`src/verilog/pcsd_pkg.sv`:
```
// Package with register map, field positions, reset values and shared types of the pulse counter status block.
package pcsd_pkg;
	// Special-function register addresses.
	localparam logic [7:0] PCSD_ADDR_STATUS = 8'hc1;
	localparam logic [7:0] PCSD_ADDR_DEB_HIGH = 8'hfa;
	// Reset value of the high debounce setting.
	localparam logic [7:0] PCSD_DEB_HIGH_RST = 8'h04;
	// Status field positions.
	localparam int PCSD_ST_FLUTTER = 7;
	localparam int PCSD_ST_DIR = 6;
	localparam int PCSD_ST_STATE_HI = 5;
	localparam int PCSD_ST_STATE_LO = 4;
	localparam int PCSD_ST_B_PREV = 3;
	localparam int PCSD_ST_A_PREV = 2;
	localparam int PCSD_ST_B_NOW = 1;
	localparam int PCSD_ST_A_NOW = 0;
	// Low debounce value that bypasses the integrators.
	localparam logic [7:0] PCSD_DEB_OFF = 8'h00;
	// Counter modes.
	typedef enum logic [1:0] {
		PCSD_MODE_OFF = 2'b00,
		PCSD_MODE_SINGLE = 2'b01,
		PCSD_MODE_DUAL = 2'b10,
		PCSD_MODE_QUAD = 2'b11
	} pcsd_mode_t;
	// Quadrature position, named by {input_b, input_a}.
	typedef enum logic [1:0] {
		PCSD_POS_LL = 2'b00,
		PCSD_POS_LH = 2'b01,
		PCSD_POS_HH = 2'b10,
		PCSD_POS_HL = 2'b11
	} pcsd_state_t;
	// Register bus request group.
	typedef struct packed {
		logic [7:0] addr;
		logic wr;
		logic rd;
		logic [7:0] wdata;
	} pcsd_sfr_req_t;
	// Integrator pair outputs.
	typedef struct packed {
		logic b_prev;
		logic a_prev;
		logic b_now;
		logic a_now;
	} pcsd_integ_t;
endpackage

```
`src/verilog/pcsd_top.sv`:
```
// Pulse counter status register, high debounce register, integrators and quadrature tracking.
`timescale 1ns/100ps
module pcsd_top (
	input wire logic sys_clk_i, // System clock, 125 MHz.
	input wire logic rst_i, // Synchronous reset, active high.
	input wire logic ce_i, // Clock enable, freezes all state when low.
	input wire pcsd_pkg::pcsd_sfr_req_t sfr_req_i, // Register bus request.
	output logic [7:0] sfr_rdata_o, // Read data, one cycle after a read.
	input wire logic [1:0] count_mode_sel_i, // Counter mode setting.
	input wire logic fallback_on_flutter_i, // Drop to dual counting during flutter.
	input wire logic sample_tick_i, // Sample-rate tick, one cycle.
	input wire logic [7:0] deb_low_i, // Low debounce setting.
	input wire logic input_a_i, // First reed switch level.
	input wire logic input_b_i, // Second reed switch level.
	output logic [7:0] counter_status_o, // Live status byte.
	output logic [1:0] eff_mode_o, // Mode actually in effect.
	output logic [7:0] debounce_high_count_o // High debounce setting.
);
	import pcsd_pkg::*;

	logic [7:0] deb_high_r; // High debounce register.
	logic [7:0] deb_high_nxt; // Next high debounce value.
	logic [7:0] rdata_r; // Read data register.
	logic [7:0] rdata_nxt; // Next read data.
	logic a_now; // First input, debounced.
	logic a_prev; // First input, previous.
	logic b_now; // Second input, debounced.
	logic b_prev; // Second input, previous.
	logic tick_d_r; // Tick delayed to line up with updated integrators.
	pcsd_state_t state_r; // Quadrature position state.
	pcsd_state_t state_nxt; // Next position.
	logic dir_r; // Direction bit.
	logic dir_nxt; // Next direction.
	logic [7:0] rise_a_r, rise_b_r, fall_a_r, fall_b_r; // Edge counts per input.
	logic [7:0] rise_a_nxt, rise_b_nxt, fall_a_nxt, fall_b_nxt; // Next edge counts.
	logic flutter; // Edge count disparity.
	logic [7:0] status_nxt; // Status byte to register.
	logic [7:0] status_r; // Registered status byte.
	logic [1:0] eff_nxt; // Mode in effect, next.
	logic [1:0] eff_r; // Mode in effect.
	pcsd_mode_t mode; // Decoded mode.
	pcsd_integ_t integ; // Integrator outputs gathered.

	// One integrator per input, sharing the two thresholds.
	logic [1:0] raw_in; // Raw levels, index 0 is the first input.
	logic [1:0] now_v; // Debounced levels.
	logic [1:0] prev_v; // Previous levels.
	assign raw_in = {input_b_i, input_a_i};
	genvar gi;
	generate
		for (gi = 0; gi < 2; gi++) begin : g_integ
			pcsd_integrator u_integ (
				.sys_clk_i(sys_clk_i),
				.rst_i(rst_i),
				.ce_i(ce_i),
				.tick_i(sample_tick_i),
				.in_i(raw_in[gi]),
				.deb_high_i(deb_high_r),
				.deb_low_i(deb_low_i),
				.now_o(now_v[gi]),
				.prev_o(prev_v[gi])
			);
		end
	endgenerate
	assign a_now = now_v[0];
	assign b_now = now_v[1];
	assign a_prev = prev_v[0];
	assign b_prev = prev_v[1];
	assign integ = '{b_prev: b_prev, a_prev: a_prev, b_now: b_now, a_now: a_now};
	assign mode = pcsd_mode_t'(count_mode_sel_i);

	// Decodes whether a register access hits a given address; used by write and read paths.
	function automatic logic hit(input pcsd_sfr_req_t r, input logic [7:0] a);
		hit = (r.addr == a);
	endfunction

	// Register write and read paths; unmapped reads return zero.
	always_comb begin
		deb_high_nxt = deb_high_r;
		rdata_nxt = rdata_r;
		if (sfr_req_i.wr && hit(sfr_req_i, PCSD_ADDR_DEB_HIGH)) begin
			deb_high_nxt = sfr_req_i.wdata;
		end
		if (sfr_req_i.rd) begin
			if (hit(sfr_req_i, PCSD_ADDR_STATUS)) begin
				rdata_nxt = status_r;
			end else if (hit(sfr_req_i, PCSD_ADDR_DEB_HIGH)) begin
				rdata_nxt = deb_high_r;
			end else begin
				rdata_nxt = 8'h00;
			end
		end
	end

	always_ff @(posedge sys_clk_i) begin
		if (rst_i) begin
			deb_high_r <= PCSD_DEB_HIGH_RST;
			rdata_r <= 8'h00;
		end else if (ce_i) begin
			deb_high_r <= deb_high_nxt;
			rdata_r <= rdata_nxt;
		end
	end

	// Quadrature tracking acts one cycle after the tick, once the integrators have updated.
	// Edge counts only matter in quadrature mode, so they are held cleared otherwise.
	always_comb begin
		state_nxt = pcsd_state_t'({b_now, b_now ^ a_now});
		dir_nxt = dir_r;
		rise_a_nxt = rise_a_r;
		rise_b_nxt = rise_b_r;
		fall_a_nxt = fall_a_r;
		fall_b_nxt = fall_b_r;
		case (mode)
			PCSD_MODE_QUAD: begin
				if (tick_d_r) begin
					// Gray position advancing by one is counter clockwise, retreating is clockwise.
					if (state_nxt == pcsd_state_t'(state_r + 2'b01)) begin
						dir_nxt = 1'b0;
					end else if (state_nxt == pcsd_state_t'(state_r - 2'b01)) begin
						dir_nxt = 1'b1;
					end
					if (a_now && !a_prev) rise_a_nxt = rise_a_r + 8'h01;
					if (b_now && !b_prev) rise_b_nxt = rise_b_r + 8'h01;
					if (!a_now && a_prev) fall_a_nxt = fall_a_r + 8'h01;
					if (!b_now && b_prev) fall_b_nxt = fall_b_r + 8'h01;
				end
			end
			default: begin
				// Direction and flutter have no meaning outside quadrature.
				dir_nxt = 1'b0;
				rise_a_nxt = 8'h00;
				rise_b_nxt = 8'h00;
				fall_a_nxt = 8'h00;
				fall_b_nxt = 8'h00;
			end
		endcase
	end

	// Counts wrap together, so equality survives overflow as long as both inputs move alike.
	assign flutter = (rise_a_r != rise_b_r) || (fall_a_r != fall_b_r);

	// Mode in effect and the status byte, both registered so outputs come from flops.
	always_comb begin
		eff_nxt = count_mode_sel_i;
		if (mode == PCSD_MODE_QUAD && fallback_on_flutter_i && flutter) begin
			eff_nxt = PCSD_MODE_DUAL;
		end
		status_nxt = 8'h00;
		status_nxt[PCSD_ST_FLUTTER] = flutter && (mode == PCSD_MODE_QUAD);
		status_nxt[PCSD_ST_DIR] = dir_r;
		status_nxt[PCSD_ST_STATE_HI:PCSD_ST_STATE_LO] = state_r;
		status_nxt[PCSD_ST_B_PREV] = integ.b_prev;
		status_nxt[PCSD_ST_A_PREV] = integ.a_prev;
		status_nxt[PCSD_ST_B_NOW] = integ.b_now;
		status_nxt[PCSD_ST_A_NOW] = integ.a_now;
	end

	always_ff @(posedge sys_clk_i) begin
		if (rst_i) begin
			tick_d_r <= 1'b0;
			state_r <= PCSD_POS_LL;
			dir_r <= 1'b0;
			rise_a_r <= 8'h00;
			rise_b_r <= 8'h00;
			fall_a_r <= 8'h00;
			fall_b_r <= 8'h00;
			status_r <= 8'h00;
			eff_r <= PCSD_MODE_OFF;
		end else if (ce_i) begin
			tick_d_r <= sample_tick_i;
			state_r <= state_nxt;
			dir_r <= dir_nxt;
			rise_a_r <= rise_a_nxt;
			rise_b_r <= rise_b_nxt;
			fall_a_r <= fall_a_nxt;
			fall_b_r <= fall_b_nxt;
			status_r <= status_nxt;
			eff_r <= eff_nxt;
		end
	end

	assign sfr_rdata_o = rdata_r;
	assign counter_status_o = status_r;
	assign eff_mode_o = eff_r;
	assign debounce_high_count_o = deb_high_r;
endmodule

```
`src/verilog/pcsd_integrator.sv`:
```
// Single-input up/down debounce integrator with previous-output capture.
`timescale 1ns/100ps
module pcsd_integrator
	import pcsd_pkg::*;
(
	input wire logic sys_clk_i, // System clock.
	input wire logic rst_i, // Synchronous reset, active high.
	input wire logic ce_i, // Clock enable, freezes state when low.
	input wire logic tick_i, // Sample tick, one cycle.
	input wire logic in_i, // Raw switch level.
	input wire logic [7:0] deb_high_i, // Net highs needed, minus one.
	input wire logic [7:0] deb_low_i, // Net lows needed, minus one.
	output logic now_o, // Current debounced output.
	output logic prev_o // Output before the last tick.
);
	logic [8:0] cnt_r; // Net count toward a change of output.
	logic [8:0] cnt_nxt; // Next count.
	logic now_r; // Debounced level.
	logic now_nxt; // Next debounced level.
	logic prev_r; // Previous debounced level.
	logic prev_nxt; // Next previous level.
	logic [8:0] need; // Threshold for the pending change.

	// The counter runs toward the opposite level: disagreeing samples add, agreeing ones take away.
	// Counting net samples, not consecutive ones, lets bounce settle cumulatively.
	always_comb begin
		cnt_nxt = cnt_r;
		now_nxt = now_r;
		prev_nxt = prev_r;
		need = now_r ? ({1'b0, deb_low_i} + 9'h001) : ({1'b0, deb_high_i} + 9'h001);
		if (tick_i) begin
			prev_nxt = now_r;
			if (deb_low_i == PCSD_DEB_OFF) begin
				// A zero low setting bypasses filtering entirely.
				now_nxt = in_i;
				cnt_nxt = 9'h000;
			end else if (in_i != now_r) begin
				if (cnt_r + 9'h001 >= need) begin
					now_nxt = in_i;
					cnt_nxt = 9'h000;
				end else begin
					cnt_nxt = cnt_r + 9'h001;
				end
			end else if (cnt_r != 9'h000) begin
				cnt_nxt = cnt_r - 9'h001;
			end
		end
	end

	// Registers only.
	always_ff @(posedge sys_clk_i) begin
		if (rst_i) begin
			cnt_r <= 9'h000;
			now_r <= 1'b0;
			prev_r <= 1'b0;
		end else if (ce_i) begin
			cnt_r <= cnt_nxt;
			now_r <= now_nxt;
			prev_r <= prev_nxt;
		end
	end

	assign now_o = now_r;
	assign prev_o = prev_r;
endmodule

```
`config.mk`:
```
export PLATFORM = sky130hd
export DESIGN_NAME = pcsd_top
export DESIGN_NICKNAME = d
export VERILOG_FILES = /design/src/verilog/pcsd_pkg.sv /design/src/verilog/pcsd_top.sv /design/src/verilog/pcsd_integrator.sv
export SDC_FILE = /design/constraint.sdc
export NUM_CORES = 1
export LEC_CHECK = 0
export ABC_AREA = 1
export BUFFER_PORTS_ARGS = -buffer_cell sky130_fd_sc_hd__buf_2
export CAP_MARGIN = 25
export CELL_PAD_IN_SITES_DETAIL_PLACEMENT = 0
export CELL_PAD_IN_SITES_GLOBAL_PLACEMENT = 1
export CORE_MARGIN = 8
export CORE_UTILIZATION = 42
export DETAILED_ROUTE_END_ITERATION = 7
export PLACE_DENSITY_LB_ADDON = 0.1
export SLEW_MARGIN = 0
export SYNTH_ARGS = -nofsm -noshare
export SYNTH_HDL_FRONTEND = slang
export SYNTH_SLANG_ARGS = --single-unit
```
`constraint.sdc`:
```
create_clock -name sys_clk_i -period 2.9 [get_ports sys_clk_i]
set_input_delay 0.29 -clock sys_clk_i [delete_from_list [all_inputs] [get_ports sys_clk_i]]
set_output_delay 0.29 -clock sys_clk_i [all_outputs]
set_load 0.005 [all_outputs]
```
==> flow_summary.json <==
{
  "post_cts_buffers": 0,
  "synth_nets": 1006,
  "netlist.top_cell.by_area": "dfxtp_1",
  "dr.pass1.iters": 5,
  "drt_iter0_drc": 380,
  "regToRegStartpoint": "debounce_high_count_o[2]",
  "grt_pass1_wl_mm": 26.9,
  "holdCritPathClass": "in -> reg",
  "critical_path.top_delay_family": "simple AND/OR/NAND/NOR gates",
  "diodes": 0,
  "critical_path_arrival_ns": 2.81,
  "die_h_um": 134,
  "die-area_um2": 18100,
  "globalRoute.totalOverflow": 0,
  "fin_setup_tns_ns": 0,
  "synth_edf_count": 0,
  "r2r_slack_ns": 0.33,
  "rows": 43,
  "ant_nets": 0,
  "layout-drive-gt1-share": 0.122,
  "syn2layout_area_growth_pct": 12.8,
  "worst_pin_slew_ns": 0.563,
  "cpMostUsedCell": "nand3_1",
  "portBuffers": 60,
  "hpwlAfterDp_mm": 12.4,
  "critPathKind": "reg -> reg",
  "h-tree-depth": 3,
  "path_buf_inv": 0,
  "synth.most_common_cell": "nand2_1",
  "r2r_cells": 15,
  "p_leak_nw": 3.24,
  "setup.worst_path.end": "g_integ[0].u_integ.now_o",
  "irDropWorstVdd_uv": 380,
  "finalWeightedCongestion": 0.799,
  "crit_path_max_incr_delay_ns": 0.46,
  "drv_slew": 0,
  "viasPerCell": 4.95,
  "finClkSkew_ns": 0.00982,
  "syn_area_um2": 5890,
  "finalSetupViolCount": 0,
  "layout.nets": 1058,
  "synth_top_cell_area_share": 0.282,
  "whs_ns": 0.152,
  "track_usage": 0.183,
  "outcome": "finished, final reports clean",
  "synth_cells": 940,
  "dp_worst_setup_slack_ns": 0.294,
  "avgSynthCellArea_um2": 6.27,
  "vias": 5825,
  "antenna_found_initial": 1,
  "r2r_end": "g_integ[0].u_integ.now_o",
  "grt_max_degree": 49,
  "design.core.area_um2": 13800,
  "routedWlPerCell_um": 13.8,
  "fin_ws_ns": 0.330,
  "path_cells": "nand3_1, nor3_2, nand3_1, xor2_1, o21ai_0, ha_1, nand2_1, nor2_1, nand3_1, nand3_1, nand2_2, nand2_1, nand3_1, nand2_1, nor2_1",
  "synth_cell_types": 38,
  "crit_required_ns": 3.14,
  "wl_mm": 16.3,
  "synth_area_leaders": "dfxtp_1 28%, nand2_1 17%, inv_1 7.6%",
  "cts.path.max_buffers": 2,
  "rsz0062_at_grt": "false",
  "drc": 0,
  "period_share": 0.886,
  "ys_seq_elements": 83,
  "path_depth": 15,
  "relSlewSlack": 0.624,
  "p_per_area_nw_per_um2": 513,
  "grt_pass1_vias": 5345,
  "hold_viol_final": 0,
  "cp-end-kind": "register",
  "max_freq_mhz": 389,
  "cp_max_fo": 10,
  "crit_start": "debounce_high_count_o[2]",
  "start_kind": "register",
  "hold_depth": 3,
  "cts_resized": 0,
  "crit_slowest_cell": "dfxtp_1",
  "async_reset_ff_frac": 0,
  "cts_buffers": 9,
  "root_buffer": "clkbuf_16",
  "post-route-min-period_ns": 2.57,
  "ys_seq_area_frac": 0.282,
  "cts_tree": "built",
  "postLayoutCoreUtil": 0.483,
  "ios": 61,
  "cts.sinks": 83,
  "ys_warn_count": 0,
  "fp.dieW_um": 134,
  "clk_pin_slew_ns": 0.07,
  "clk_latency_ns": 0.35,
  "maxCapViolCount": 0,
  "initial_core_util": 0.428,
  "cts_hold_buf": 0,
  "synth_commonest_cells": "260 x nand2_1, 120 x inv_1, 89 x nor2_1, 83 x dfxtp_1, 82 x a21oi_1",
  "yosys_most_used_dff": "dfxtp_1"
}
[worst min-delay path, stage by stage]
cell     delay [ns]
buf_2          0.07
nand2_1        0.05
nand3_1        0.05
[cells by family after synthesis]
group | count (synthesis) | share of synthesized area
xor gates and xnor gates | 30 | 0.0446
AOI/OAI and AO/OA | 147 | 0.130
DFF | 83 | 0.282
adders and majority gates | 31 | 0.0658
buffers and inverters | 155 | 0.107
and+or+nand+nor | 494 | 0.371
[stage by stage]
step                      area, um2  std cells  total power, mW
after floorplan                5890        940             1.98
after global placement         6330       1161             2.21
after detailed placement       6330       1161             2.21
after CTS                      6640       1177             3.45
after global routing           6650       1177             3.64
final                          6650       1177             3.41
[worst min path at each step]
stage                      start                        to
floorplan           sfr_req_i[2]  debounce_high_count_o[2]
global placement        tick_d_r                  tick_d_r
detailed placement      tick_d_r                  tick_d_r
CTS                 sfr_req_i[2]  debounce_high_count_o[2]
global route        sfr_req_i[2]  debounce_high_count_o[2]
finish              sfr_req_i[2]  debounce_high_count_o[2]
[placed cells by master (no fill, tap or decap), drive strengths merged]
| cell type | count |
|---|---|
| dfxtp | 83 |
| nand3 | 74 |
| or2 | 2 |
| nor4 | 1 |
| nand4 | 25 |
| o21a | 1 |
| o21ai | 55 |
| nor3 | 23 |
| inv | 129 |
| clkbuf | 12 |
| bufinv | 1 |
| xnor2 | 5 |
| nor2 | 98 |
| nand2 | 269 |
| a21oi | 82 |
| buf | 67 |
| and2 | 1 |
| nand3b | 1 |
| clkinv | 3 |
| a21o | 2 |
| o21bai | 1 |
| a211oi | 6 |
| xor2 | 25 |
| ha | 31 |
[where the power goes]
group	total [mW]	switching, mW	internal [mW]
registers	1.27	0.0733	1.20
clock network	1.24	0.512	0.724
logic	0.906	0.582	0.324
total	3.41	1.17	2.25
[registers in the layout (all words and copies together), names as in the netlist]
name	count
rise_a_r	8
sfr_rdata_o	8
fall_b_r	8
g_integ.u_integ.prev_o	2
rise_b_r	8
dir_r	1
debounce_high_count_o	8
g_integ.u_integ.now_o	2
g_integ.u_integ.cnt_r	18
fall_a_r	8
eff_mode_o	2
state_r	1
counter_status_o	8
tick_d_r	1
[routing by layer]
| layer | track usage | vias to the layer above | routed length [um] |
|---|---|---|---|
| li1 | - | 3130 | - |
| met1 | 0.251 | 2594 | 8400 |
| met2 | 0.280 | 84 | 6940 |
| met3 | 0.0427 | 15 | 683 |
| met4 | 0.0524 | 2 | 215 |
| met5 | 0 | - | 10 |
[layout make-up]
cell class                 count  area [um2]
clock inverter                 4        56.3
timing repair buffer          67         353
clock buffer                  12         256
multi-input combinational    702        3610
fill                        1481        7120
sequential                    83        1660
inverter                     129         488
tap                          180         225
Note: power is estimated with default switching activity, not from simulation.
